--- src/hdl/spi_port_map.svh ---
/*
 Register map, field positions and reset values of the serial port.
 Assumes a 32-bit AHB-Lite slave, word-aligned registers, one clock at 40 MHz.
*/
`ifndef SPI_PORT_MAP_SVH
`define SPI_PORT_MAP_SVH

// ----------------------------------------------------------------
// Register byte offsets
// ----------------------------------------------------------------
`define OFF_CONFIGURATION 12'h000
`define OFF_TIMING_DELAYS 12'h004
`define OFF_FLAGS_STATUS 12'h008
`define OFF_IRQ_ENABLE_SET 12'h00c
`define OFF_IRQ_ENABLE_CLR 12'h010
`define OFF_RX_DATA 12'h014
`define OFF_TX_DATA_CTL 12'h018
`define OFF_TX_DATA 12'h01c
`define OFF_TX_CTL 12'h020
`define OFF_CLK_DIV 12'h024

// ----------------------------------------------------------------
// Configuration fields
// ----------------------------------------------------------------
`define CFG_ENABLE 0
`define CFG_MASTER 2
`define CFG_LSBF 3
`define CFG_CPHA 4
`define CFG_CPOL 5
`define CFG_LOOP 7
`define CFG_SPOL0 8
`define CFG_SPOL1 9

// ----------------------------------------------------------------
// Transmit control fields (shared by the data+control and control registers)
// ----------------------------------------------------------------
`define TXC_DATA_HI 15
`define TXC_DESEL_LO 16
`define TXC_DESEL_HI 17
`define TXC_EOT 20
`define TXC_RXIGNORE 22
`define TXC_FLEN_LO 24
`define TXC_FLEN_HI 27

// ----------------------------------------------------------------
// Receive data fields
// ----------------------------------------------------------------
`define RXD_SEL_LO 16
`define RXD_SEL_HI 17
`define RXD_SOT 20

// ----------------------------------------------------------------
// Status and interrupt enable bit positions
// ----------------------------------------------------------------
`define ST_RXRDY 0
`define ST_TXRDY 1
`define ST_RXOV 2
`define ST_TXUR 3
`define ST_SSA 4
`define ST_SSD 5
`define ST_EOT 7
`define ST_MSTIDLE 8
`define ST_RESET 32'h0000_0102
`define IEN_MASK 9'h1bf

// ----------------------------------------------------------------
// Reset values
// ----------------------------------------------------------------
`define RST_ZERO16 16'h0000
`define RST_ZERO32 32'h0000_0000

`endif

--- src/hdl/spi_port_pkg.sv ---
/*
 Types of the serial port: engine states, configuration and control fields, pin carriers.
 Assumes the map header supplies all numbers.
*/
package spi_port_pkg;

   typedef enum logic [2:0] {eng_idle, eng_setup, eng_shift, eng_wait, eng_hold} eng_e;

   typedef struct packed {
      logic [1:0] spol;
      logic loop;
      logic cpol;
      logic cpha;
      logic lsbf;
      logic master;
      logic enable;
   } cfg_s;

   typedef struct packed {
      logic [3:0] flen_m1;
      logic rxignore;
      logic eot;
      logic [1:0] desel;
   } txctl_s;

   typedef struct packed {
      logic sck;
      logic mosi;
      logic miso;
      logic [1:0] ssel;
   } spi_in_s;

   typedef struct packed {
      logic sck_o;
      logic sck_oe;
      logic mosi_o;
      logic mosi_oe;
      logic miso_o;
      logic miso_oe;
      logic [1:0] ssel_o;
      logic [1:0] ssel_oe;
   } spi_out_s;

   typedef struct packed {
      cfg_s cfg;
      logic [31:0] dly;
      logic [15:0] div;
      txctl_s txctl;
      logic [15:0] txdata;
      txctl_s txd_ctl;
      logic tx_valid;
      logic [15:0] rxdata;
      logic [1:0] rx_sel;
      logic rx_sot;
      logic rx_ready;
      logic ovr;
      logic udr;
      logic ssa;
      logic ssd;
      logic eotf;
      logic [8:0] inten;
      eng_e eng;
      logic [15:0] divcnt;
      logic half;
      logic [3:0] bitcnt;
      logic [15:0] tsh;
      logic [15:0] rsh;
      txctl_s cur;
      logic sot;
      logic sck_m;
      logic [1:0] sel_on;
      spi_in_s sy1;
      spi_in_s sy2;
      logic sck_q;
      logic sel_q;
      logic ph_act;
      logic ph_wr;
      logic [11:0] ph_addr;
      logic [31:0] hrdata;
      logic wake;
      spi_out_s pins;
   } st_s;

endpackage

--- src/hdl/spi_master_slave_port.sv ---
/*
 Serial peripheral port, master or slave, 1 to 16 bit frames, two select lines,
 registers on AHB-Lite with zero wait states.
 Assumes pins arrive asynchronously to hclk and are synchronised here; pad drivers
 resolve the wire from the output enables.
*/
`timescale 1ns/10ps
`include "spi_port_map.svh"

// Notes on behaviour
// (RULE_01) Frames of 1 to 16 bits
// (RULE_02) Master sends without reading received data
// (RULE_03) Control may be written with data
// (RULE_04) Two select lines, per-line polarity
// (RULE_05) Master drives clock, toggles only mid-transfer
// (RULE_06) Clock rest level selectable by software
// (RULE_07) Clock driven whenever master bit set
// (RULE_08) MOSI out as master, in as slave
// (RULE_09) MOSI driven whenever master bit set
// (RULE_10) MISO out as slave, in as master
// (RULE_11) MISO driven: enabled, slave, selected
// (RULE_12) Master selects before data, releases after
// (RULE_13) Selects active low by default
// (RULE_14) Slave addressed by any active select
// (RULE_15) Selects driven whenever master bit set
// (RULE_16) Enabled events raise wake while clocked; code leaves master idle (enable bit 8) out of wake
// (RULE_17) Slave raises enabled wake from pin events
// (RULE_18) Wake on select change, receive, overrun
// (RULE_19) Status flags cleared by writing one
// (RULE_20) Enable set by one; reads whole value
// (RULE_21) Disable resets engine and counters
// (RULE_22) Pin directions follow master bit
// (RULE_23) Count bits to length; MSB first default
// (RULE_24) Slave pins synchronised before status update
module spi_master_slave_port
   import spi_port_pkg::*;
(
   // Clock and reset
   input wire logic hclk,
   input wire logic hresetn,
   // AHB-Lite slave
   input wire logic hsel,
   input wire logic [31:0] haddr,
   input wire logic [1:0] htrans,
   input wire logic hwrite,
   input wire logic [2:0] hsize,
   input wire logic [31:0] hwdata,
   input wire logic hready,
   output logic hreadyout,
   output logic hresp,
   output logic [31:0] hrdata,
   // Serial pins
   input wire spi_in_s pins_in,
   output spi_out_s pins_out,
   // Wake request to the power controller
   output logic wake_req
);

   st_s s;
   st_s next_s;
   logic [1:0] sel_act;
   logic rst_ready;

   // ----------------------------------------------------------------
   // Helpers
   // ----------------------------------------------------------------

   // Bit currently presented on the data line
   function automatic logic out_bit(input logic [15:0] sh, input logic [3:0] fm1, input logic lsbf);
      out_bit = lsbf ? sh[0] : sh[fm1];
   endfunction

   // Insert one received bit; LSB-first fills from the top of the frame down
   function automatic logic [15:0] rx_ins(input logic [15:0] sh, input logic [3:0] fm1, input logic lsbf,
                                          input logic b);
      logic [15:0] r;
      r = sh;
      if (lsbf) begin
         r = sh >> 1;
         r[fm1] = b;
      end else begin
         r = {sh[14:0], b};
      end
      rx_ins = r;
   endfunction

   // Next transmit bit
   function automatic logic [15:0] tx_adv(input logic [15:0] sh, input logic lsbf);
      tx_adv = lsbf ? (sh >> 1) : (sh << 1);
   endfunction

   // ----------------------------------------------------------------
   // Select line decode
   // ----------------------------------------------------------------

   // Only the second synchroniser stage is looked at
   generate
      for (genvar i = 0; i < 2; i++) begin : g_sel
         assign sel_act[i] = (s.sy2.ssel[i] == s.cfg.spol[i]); // RULE_13 RULE_14
      end
   endgenerate

   // ----------------------------------------------------------------
   // Next state
   // ----------------------------------------------------------------
   always_comb begin
      logic lead, trail, tick, in_bit, sel_now, ev_rx, ev_ovr, ev_udr, ev_ssa, ev_ssd, ev_eot, frame_end;
      logic [31:0] st_vec;
      {lead, trail, tick, in_bit, sel_now, ev_rx, ev_ovr, ev_udr, ev_ssa, ev_ssd, ev_eot, frame_end} = 12'h000;
      st_vec = `RST_ZERO32;
      next_s = s;

      // Two-stage synchronisers; third sample serves edge detection
      next_s.sy1 = pins_in; // RULE_24
      next_s.sy2 = s.sy1;
      next_s.sck_q = s.sy2.sck;
      sel_now = |sel_act;
      next_s.sel_q = sel_now;

      // Serial clock edges: divider ticks as master, synchronised pin as slave
      if (s.cfg.master) begin
         tick = (s.divcnt == s.div);
         next_s.divcnt = tick ? `RST_ZERO16 : s.divcnt + 16'h0001;
         lead = tick && (s.eng == eng_shift) && !s.half;
         trail = tick && (s.eng == eng_shift) && s.half;
         in_bit = s.cfg.loop ? out_bit(s.tsh, s.cur.flen_m1, s.cfg.lsbf) : s.sy2.miso; // RULE_10
      end else begin
         lead = sel_now && (s.sy2.sck != s.cfg.cpol) && (s.sck_q == s.cfg.cpol);
         trail = sel_now && (s.sy2.sck == s.cfg.cpol) && (s.sck_q != s.cfg.cpol);
         in_bit = s.sy2.mosi; // RULE_08
      end

      // Bit engine common to both modes
      if (lead) begin
         if (!s.cfg.cpha) begin
            next_s.rsh = rx_ins(s.rsh, s.cur.flen_m1, s.cfg.lsbf, in_bit);
         end else if (s.bitcnt != 4'h0) begin
            next_s.tsh = tx_adv(s.tsh, s.cfg.lsbf);
         end
      end
      if (trail) begin
         if (s.cfg.cpha) begin
            next_s.rsh = rx_ins(s.rsh, s.cur.flen_m1, s.cfg.lsbf, in_bit);
         end else begin
            next_s.tsh = tx_adv(s.tsh, s.cfg.lsbf);
         end
         next_s.bitcnt = s.bitcnt + 4'h1;
         frame_end = (s.bitcnt == s.cur.flen_m1); // RULE_23 RULE_01
      end

      // Frame completion: deliver received word unless told to ignore it
      if (frame_end) begin
         next_s.bitcnt = 4'h0;
         ev_eot = s.cur.eot;
         if (!s.cur.rxignore) begin // RULE_02
            ev_rx = 1'b1;
            ev_ovr = s.rx_ready; // RULE_18
            next_s.rxdata = s.cfg.cpha ? rx_ins(s.rsh, s.cur.flen_m1, s.cfg.lsbf, in_bit)
                                       : next_s.rsh;
            next_s.rx_sel = sel_now ? sel_act : s.sel_on;
            next_s.rx_sot = s.sot;
         end
         next_s.sot = 1'b0;
      end

      // Master sequencer
      if (s.cfg.master) begin
         case (s.eng)
            eng_idle: begin
               next_s.sck_m = s.cfg.cpol; // RULE_06
               if (s.cfg.enable && s.tx_valid) begin
                  next_s.cur = s.txd_ctl; // RULE_03
                  next_s.tsh = s.txdata;
                  next_s.tx_valid = 1'b0;
                  next_s.sel_on = ~s.txd_ctl.desel; // RULE_12
                  next_s.sot = 1'b1;
                  next_s.divcnt = `RST_ZERO16;
                  next_s.eng = eng_setup;
               end
            end
            eng_setup: begin
               // One half period here and one more in shift: a full period of select setup before the first edge
               if (tick) begin
                  next_s.eng = eng_shift;
                  next_s.half = 1'b0;
               end
            end
            eng_shift: begin
               if (tick) begin
                  next_s.half = !s.half;
                  next_s.sck_m = !s.sck_m; // RULE_05
               end
               if (frame_end) begin
                  if (s.cur.eot) begin
                     next_s.eng = eng_hold;
                  end else begin
                     next_s.eng = eng_wait;
                  end
               end
            end
            eng_wait: begin
               // Selects stay asserted while the next word is awaited
               if (s.tx_valid) begin
                  next_s.cur = s.txd_ctl;
                  next_s.tsh = s.txdata;
                  next_s.tx_valid = 1'b0;
                  next_s.sel_on = ~s.txd_ctl.desel;
                  next_s.divcnt = `RST_ZERO16;
                  next_s.eng = eng_setup;
               end
            end
            eng_hold: begin
               if (tick) begin
                  next_s.sel_on = 2'b00; // RULE_12
                  next_s.eng = eng_idle;
               end
            end
            default: begin
               next_s.eng = eng_idle;
            end
         endcase
      end else begin
         // Slave: select edges start and end transfers
         next_s.sel_on = 2'b00;
         next_s.eng = eng_idle;
         if (s.cfg.enable && sel_now && !s.sel_q) begin
            ev_ssa = 1'b1; // RULE_18
            next_s.sot = 1'b1;
            next_s.bitcnt = 4'h0;
         end
         if (s.cfg.enable && !sel_now && s.sel_q) begin
            ev_ssd = 1'b1;
            next_s.bitcnt = 4'h0;
         end
         // Load a word at select or at frame end, so the first bit leads the first edge
         if (s.cfg.enable && ((sel_now && !s.sel_q) || frame_end)) begin
            if (s.tx_valid) begin
               next_s.cur = s.txd_ctl;
               next_s.tsh = s.txdata;
               next_s.tx_valid = 1'b0;
            end else begin
               next_s.tsh = `RST_ZERO16;
               ev_udr = 1'b1;
            end
         end
      end

      // Disabled: engine and counters held in reset
      if (!s.cfg.enable) begin
         next_s.eng = eng_idle; // RULE_21
         next_s.bitcnt = 4'h0;
         next_s.divcnt = `RST_ZERO16;
         next_s.half = 1'b0;
         next_s.sel_on = 2'b00;
         next_s.sck_m = s.cfg.cpol;
         next_s.sot = 1'b0;
      end

      // Bus write, data phase
      if (s.ph_act && s.ph_wr) begin
         case (s.ph_addr)
            `OFF_CONFIGURATION: begin
               next_s.cfg.enable = hwdata[`CFG_ENABLE];
               next_s.cfg.master = hwdata[`CFG_MASTER];
               next_s.cfg.lsbf = hwdata[`CFG_LSBF];
               next_s.cfg.cpha = hwdata[`CFG_CPHA];
               next_s.cfg.cpol = hwdata[`CFG_CPOL];
               next_s.cfg.loop = hwdata[`CFG_LOOP];
               next_s.cfg.spol = hwdata[`CFG_SPOL1:`CFG_SPOL0]; // RULE_04
            end
            `OFF_TIMING_DELAYS: begin
               next_s.dly = hwdata;
            end
            `OFF_FLAGS_STATUS: begin
               if (hwdata[`ST_RXOV]) next_s.ovr = 1'b0; // RULE_19
               if (hwdata[`ST_TXUR]) next_s.udr = 1'b0;
               if (hwdata[`ST_SSA]) next_s.ssa = 1'b0;
               if (hwdata[`ST_SSD]) next_s.ssd = 1'b0;
               if (hwdata[`ST_EOT]) next_s.eotf = 1'b0;
            end
            `OFF_IRQ_ENABLE_SET: begin
               next_s.inten = s.inten | (hwdata[8:0] & `IEN_MASK); // RULE_20
            end
            `OFF_IRQ_ENABLE_CLR: begin
               next_s.inten = s.inten & ~hwdata[8:0];
            end
            `OFF_TX_DATA_CTL: begin
               next_s.txdata = hwdata[`TXC_DATA_HI:0];
               next_s.txctl = {hwdata[`TXC_FLEN_HI:`TXC_FLEN_LO], hwdata[`TXC_RXIGNORE], hwdata[`TXC_EOT],
                               hwdata[`TXC_DESEL_HI:`TXC_DESEL_LO]};
               next_s.txd_ctl = next_s.txctl; // RULE_03
               next_s.tx_valid = 1'b1;
            end
            `OFF_TX_DATA: begin
               next_s.txdata = hwdata[`TXC_DATA_HI:0];
               next_s.txd_ctl = s.txctl;
               next_s.tx_valid = 1'b1;
            end
            `OFF_TX_CTL: begin
               next_s.txctl = {hwdata[`TXC_FLEN_HI:`TXC_FLEN_LO], hwdata[`TXC_RXIGNORE], hwdata[`TXC_EOT],
                               hwdata[`TXC_DESEL_HI:`TXC_DESEL_LO]};
            end
            `OFF_CLK_DIV: begin
               next_s.div = hwdata[15:0];
            end
            default: begin
            end
         endcase
      end

      // Address phase: take the request, read data reflects any write just landed
      next_s.ph_act = hsel && htrans[1] && hready;
      next_s.ph_wr = hwrite;
      next_s.ph_addr = {haddr[11:2], 2'b00};
      st_vec[`ST_RXRDY] = next_s.rx_ready;
      st_vec[`ST_TXRDY] = !next_s.tx_valid;
      st_vec[`ST_RXOV] = next_s.ovr;
      st_vec[`ST_TXUR] = next_s.udr;
      st_vec[`ST_SSA] = next_s.ssa;
      st_vec[`ST_SSD] = next_s.ssd;
      st_vec[`ST_EOT] = next_s.eotf;
      st_vec[`ST_MSTIDLE] = (next_s.eng == eng_idle) && !next_s.tx_valid;
      next_s.hrdata = `RST_ZERO32;
      if (next_s.ph_act && !hwrite) begin
         case (next_s.ph_addr)
            `OFF_CONFIGURATION: begin
               next_s.hrdata[`CFG_ENABLE] = next_s.cfg.enable;
               next_s.hrdata[`CFG_MASTER] = next_s.cfg.master;
               next_s.hrdata[`CFG_LSBF] = next_s.cfg.lsbf;
               next_s.hrdata[`CFG_CPHA] = next_s.cfg.cpha;
               next_s.hrdata[`CFG_CPOL] = next_s.cfg.cpol;
               next_s.hrdata[`CFG_LOOP] = next_s.cfg.loop;
               next_s.hrdata[`CFG_SPOL1:`CFG_SPOL0] = next_s.cfg.spol;
            end
            `OFF_TIMING_DELAYS: next_s.hrdata = next_s.dly;
            `OFF_FLAGS_STATUS: next_s.hrdata = st_vec;
            `OFF_IRQ_ENABLE_SET: next_s.hrdata = {23'h000000, next_s.inten}; // RULE_20
            `OFF_RX_DATA: begin
               next_s.hrdata = {11'h000, next_s.rx_sot, 2'b00, next_s.rx_sel, next_s.rxdata};
               next_s.rx_ready = 1'b0;
            end
            `OFF_TX_DATA_CTL, `OFF_TX_CTL: begin
               next_s.hrdata[`TXC_FLEN_HI:`TXC_FLEN_LO] = next_s.txctl.flen_m1;
               next_s.hrdata[`TXC_RXIGNORE] = next_s.txctl.rxignore;
               next_s.hrdata[`TXC_EOT] = next_s.txctl.eot;
               next_s.hrdata[`TXC_DESEL_HI:`TXC_DESEL_LO] = next_s.txctl.desel;
               if (next_s.ph_addr == `OFF_TX_DATA_CTL) next_s.hrdata[`TXC_DATA_HI:0] = next_s.txdata;
            end
            `OFF_TX_DATA: next_s.hrdata = {16'h0000, next_s.txdata};
            `OFF_CLK_DIV: next_s.hrdata = {16'h0000, next_s.div};
            default: next_s.hrdata = `RST_ZERO32;
         endcase
      end

      // Hardware events win over software clears in the same cycle
      if (ev_rx) next_s.rx_ready = 1'b1;
      if (ev_ovr) next_s.ovr = 1'b1;
      if (ev_udr) next_s.udr = 1'b1;
      if (ev_ssa) next_s.ssa = 1'b1;
      if (ev_ssd) next_s.ssd = 1'b1;
      if (ev_eot) next_s.eotf = 1'b1;

      // Wake: any enabled event except master idle (enable bit 8); slave events come from pin activity alone
      next_s.wake = |({next_s.eotf, 1'b0, next_s.ssd, next_s.ssa, next_s.udr, next_s.ovr, !next_s.tx_valid,
                       next_s.rx_ready} & next_s.inten[7:0]); // RULE_16 RULE_17 RULE_18

      // Pin drivers, directions set by the master bit
      next_s.pins.sck_oe = next_s.cfg.master; // RULE_07 RULE_22
      next_s.pins.sck_o = next_s.sck_m;
      next_s.pins.mosi_oe = next_s.cfg.master; // RULE_09
      next_s.pins.mosi_o = out_bit(next_s.tsh, next_s.cur.flen_m1, next_s.cfg.lsbf); // RULE_08
      next_s.pins.ssel_oe = {2{next_s.cfg.master}}; // RULE_15
      next_s.pins.ssel_o = ~(next_s.sel_on ^ next_s.cfg.spol); // RULE_13
      next_s.pins.miso_oe = next_s.cfg.enable && !next_s.cfg.master && sel_now; // RULE_11
      next_s.pins.miso_o = out_bit(next_s.tsh, next_s.cur.flen_m1, next_s.cfg.lsbf); // RULE_10
   end

   // ----------------------------------------------------------------
   // State register
   // ----------------------------------------------------------------

   // Reset leaves selects released high (active low default) and the bus not ready until the first clock after it
   always_ff @(posedge hclk or negedge hresetn) begin
      if (!hresetn) begin
         s <= '0;
         s.eng <= eng_idle;
         s.pins.ssel_o <= 2'b11;
         rst_ready <= 1'b0;
      end else begin
         s <= next_s;
         rst_ready <= 1'b1;
      end
   end

   assign hreadyout = rst_ready;
   assign hresp = 1'b0;
   assign hrdata = s.hrdata;
   assign pins_out = s.pins;
   assign wake_req = s.wake;

endmodule

--- config.mk ---
export PLATFORM = sky130hd
export DESIGN_NAME = spi_master_slave_port
export DESIGN_NICKNAME = d
export VERILOG_FILES = /design/src/hdl/spi_port_pkg.sv /design/src/hdl/spi_master_slave_port.sv
export VERILOG_INCLUDE_DIRS = /design/src /design/src/hdl
export SDC_FILE = /design/constraint.sdc
export NUM_CORES = 1
export LEC_CHECK = 0
export ABC_CLOCK_PERIOD_IN_PS = 7800
export BUFFER_PORTS_ARGS = -buffer_cell sky130_fd_sc_hd__buf_2
export CAP_MARGIN = 20
export CORE_ASPECT_RATIO = 1.5
export CORE_MARGIN = 4
export CORE_UTILIZATION = 63
export CTS_BUF_LIST = sky130_fd_sc_hd__clkbuf_4
export DETAILED_ROUTE_END_ITERATION = 16
export PLACE_DENSITY_LB_ADDON = 0.3
export SYNTH_ARGS = -nofsm -noshare
export SYNTH_HDL_FRONTEND = slang
export SYNTH_SLANG_ARGS = --single-unit
--- constraint.sdc ---
create_clock -name hclk -period 7.8 [get_ports hclk]
set_input_delay 1.17 -clock hclk [delete_from_list [all_inputs] [get_ports hclk]]
set_output_delay 1.17 -clock hclk [all_outputs]
set_load 0.01 [all_outputs]
==> results.cfg <==
[clock_tree]
h-tree-depth = 2
hold_buffers = 0
clockBufferDepth = 3
cts_resized = 0
cts_tree = yes
clock_sinks = 251
clkTransAtPathRegs_ps = 70
cts_setup_buffers = 0
insertion_delay_ps = 730
cts-root-buf = clkbuf_4
cts_made_buffers = 59

[layout]
drive_gt1_share_pct = 21.3
finalInstanceArea_um2 = 13800
final_nets = 1426
final_util_pct = 69.5
fill_cells = 1550
syn_to_final_growth_pct = 8.81

[yosys]
post_synth_inst_count = 1276
synth_fp_nets = 1358
yosysUniqueCellTypes = 82
yosysWarnings = 0
avgSynthCellArea_um2 = 9.91
ys_seq_area_share_pct = 49.7
synth-main-ff-cell = dfrtp_1
synthTopCellsByArea = dfrtp_1 (49%), nand2_1 (7.6%), mux2_2 (4.5%)
yosysTopAreaCell = dfrtp_1
synth_common_cells = nand2_1 (256), dfrtp_1 (249), nor2_1 (64), o21ai_0 (59), mux2_2 (50)
yosys.area.top_type_share_pct = 49.3
ys_ff_latch = 251
async_flop_share_pct = 100
syn_area_um2 = 12600
yosysMostFrequentCell = nand2_1
synth-edff-count = 0

[detailed_routing]
drtIter0Drc = 1067
wl_um = 33800
final_antenna_net_count = 0
first_pass_iters = 6
via_per_inst = 6.22
avgRoutedWirePerCell_um = 20.5
via_count = 10300
drc = 0

[critical_path]
crit_path_start_kind = flip-flop
critPathTopFamily = compound AO/OA/AOI/OAI gates
r2r_start = s[78]$_DFF_PN0_
r2r-end = pins_out[5]$_DFF_PN0_
crit_arrival_ps = 4350
r2r_slack_ps = 3990
cp_slowest_stage_delay_ps = 730
critPathBufInv = 2
critical_path.cell_chain = xor2_1 -> nor4_4 -> a32oi_4 -> o31ai_4 -> buf_4 -> mux2i_1 -> inv_2 -> o31ai_1 -> a211oi_1 -> a41o_1 -> a311o_1
r2r_cells = 11
cp_slowest_cell = dfrtp_1
worstSetupPathType = flip-flop to flip-flop
cp_max_fo = 23
endpoint_kind = flip-flop
worst_ep_required_time_ps = 8350

[global_routing]
antenna_found_initial = 1
grt_max_degree = 157
grt.total_usage_pct = 30.9
grt_pass1_wl_um = 54000
grt_pass1_vias = 10300
grt-ovfl-total = 0

[placed_design]
detailed_place_hpwl_um = 24100
place.gp.congestion = 0.913
placed_area_um2 = 13000
numPortBuffers = 96

[sta]
setup_viol = 0
max_freq_mhz = 263
finalHoldViolations = 0
hold_ws_ps = 344
layout_min_cycle_time_ps = 3810
rsz0062_at_grt = no
fin_skew_ps = 80.2
drv_slew = 0
slew_headroom_pct = 29.7
tightest_slew_ps = 1050
tns_ps = 0
finalCritPeriodShare_pct = 48.8

[floorplan]
rows = 63
die_area_um2 = 22400
core_um2 = 19800
start_util_pct = 63.9
die_w_um = 124
die_y_um = 182
io_pins = 124

[job]
cap_violations = 0

[pwr]
ir_drop_mv = 0.160
leakage_nw = 6.16
power.density_nw_per_um2 = 180

[status]
outcome = finished, final reports clean

[hold_path]
min_from = next_s[59]$_DFF_PN0_
worstHoldEndpoint = s[59]$_DFF_PN0_
worstHoldPathCells = 0
worstHoldPathType = flip-flop to flip-flop
logic make-up (layout without fill, tap and decap cells):
kind of cell    Yosys count  count (layout)  synth area share (%)
compound gates          285             285                  16.0
buf+inv                 133             247                  5.64
other cells               2               3                0.0594
mux                      83              83                  7.57
fa+ha+maj                 3               3                 0.297
flops                   251             251                  49.7
simple gates            476             476                  17.7
xor+xnor                 43              43                  3.04
worst register-to-register path: cells and delay by family, from the launching register on:
family | cells | cell delay (ps)
xor+xnor | 1 | 210
simple gates | 1 | 460
mux | 1 | 460
compound gates | 6 | 1330
buf+inv | 2 | 480
flops | 1 | 730
layout by cell type (no fill, tap or decap), drive strengths merged, types with 26 or more instances in the layout:
cell and count:
a21oi 48, buf 115, clkbuf 89, dfrtp 249
inv 26, mux2 51, mux2i 27, nand2 260
nor2 65, o21ai 80, xnor2 27
per-layer routing:
layer | global-route usage [%] | vias up | part of all wire [%]
met3 | 5.92 | 93 | 7.2
met4 | 15.9 | 0 | 4.8
met1 | 37.3 | 5035 | 37
met2 | 51.9 | 460 | 51
met5 | 0 | - | 0
li1 | - | 4677 | -
layout make-up:
cell class,instances,area (µm²),area share (%)
Clock buffer,88,661,4.80
Timing Repair Buffer,116,653,4.75
Antenna cell,1,2.50,0.0182
Tap cell,260,325,2.36
Sequential cell,251,6280,45.7
Clock inverter,19,85.1,0.618
Inverter,24,90.1,0.655
Multi-Input combinational cell,892,5660,41.1
sequential cells by signal, indices dropped and copies added, names as in the netlist:
signal / flops
pins_out: 6
hreadyout: 1
next_s: 6
s: 205
hrdata: 32
wake_req: 1
report_power, final:
part	internal (mW)	total, mW	switching (mW)
clock	0.518	1.05	0.527
sequential	1.32	1.34	0.0160
combinational	0.0312	0.0952	0.0640
total	1.87	2.48	0.607
worst max path at each step:
stage                          from               endpoint  slack, ps  cells after the start
finish              s[78]$_DFF_PN0_  pins_out[5]$_DFF_PN0_       3990                     11
global route        s[78]$_DFF_PN0_  pins_out[5]$_DFF_PN0_       3840                     11
CTS                 s[78]$_DFF_PN0_  pins_out[5]$_DFF_PN0_       4050                     11
detailed placement         haddr[7]     wake_req$_DFF_PN0_       3420                     11
global placement           haddr[7]     wake_req$_DFF_PN0_       3500                     11
floorplan                  haddr[7]    hrdata[2]$_DFF_PN0_       4370                      8
through the flow:
step	instances	power [mW]	setup WS (ps)
after floorplan	1276	1.39	4370
after global routing	1651	2.59	3840
after detailed placement	1542	1.46	3420
after CTS	1649	2.50	4050
final	1651	2.48	3990
after global placement	1542	1.45	3500
Note: power is estimated with default switching activity, not from simulation.
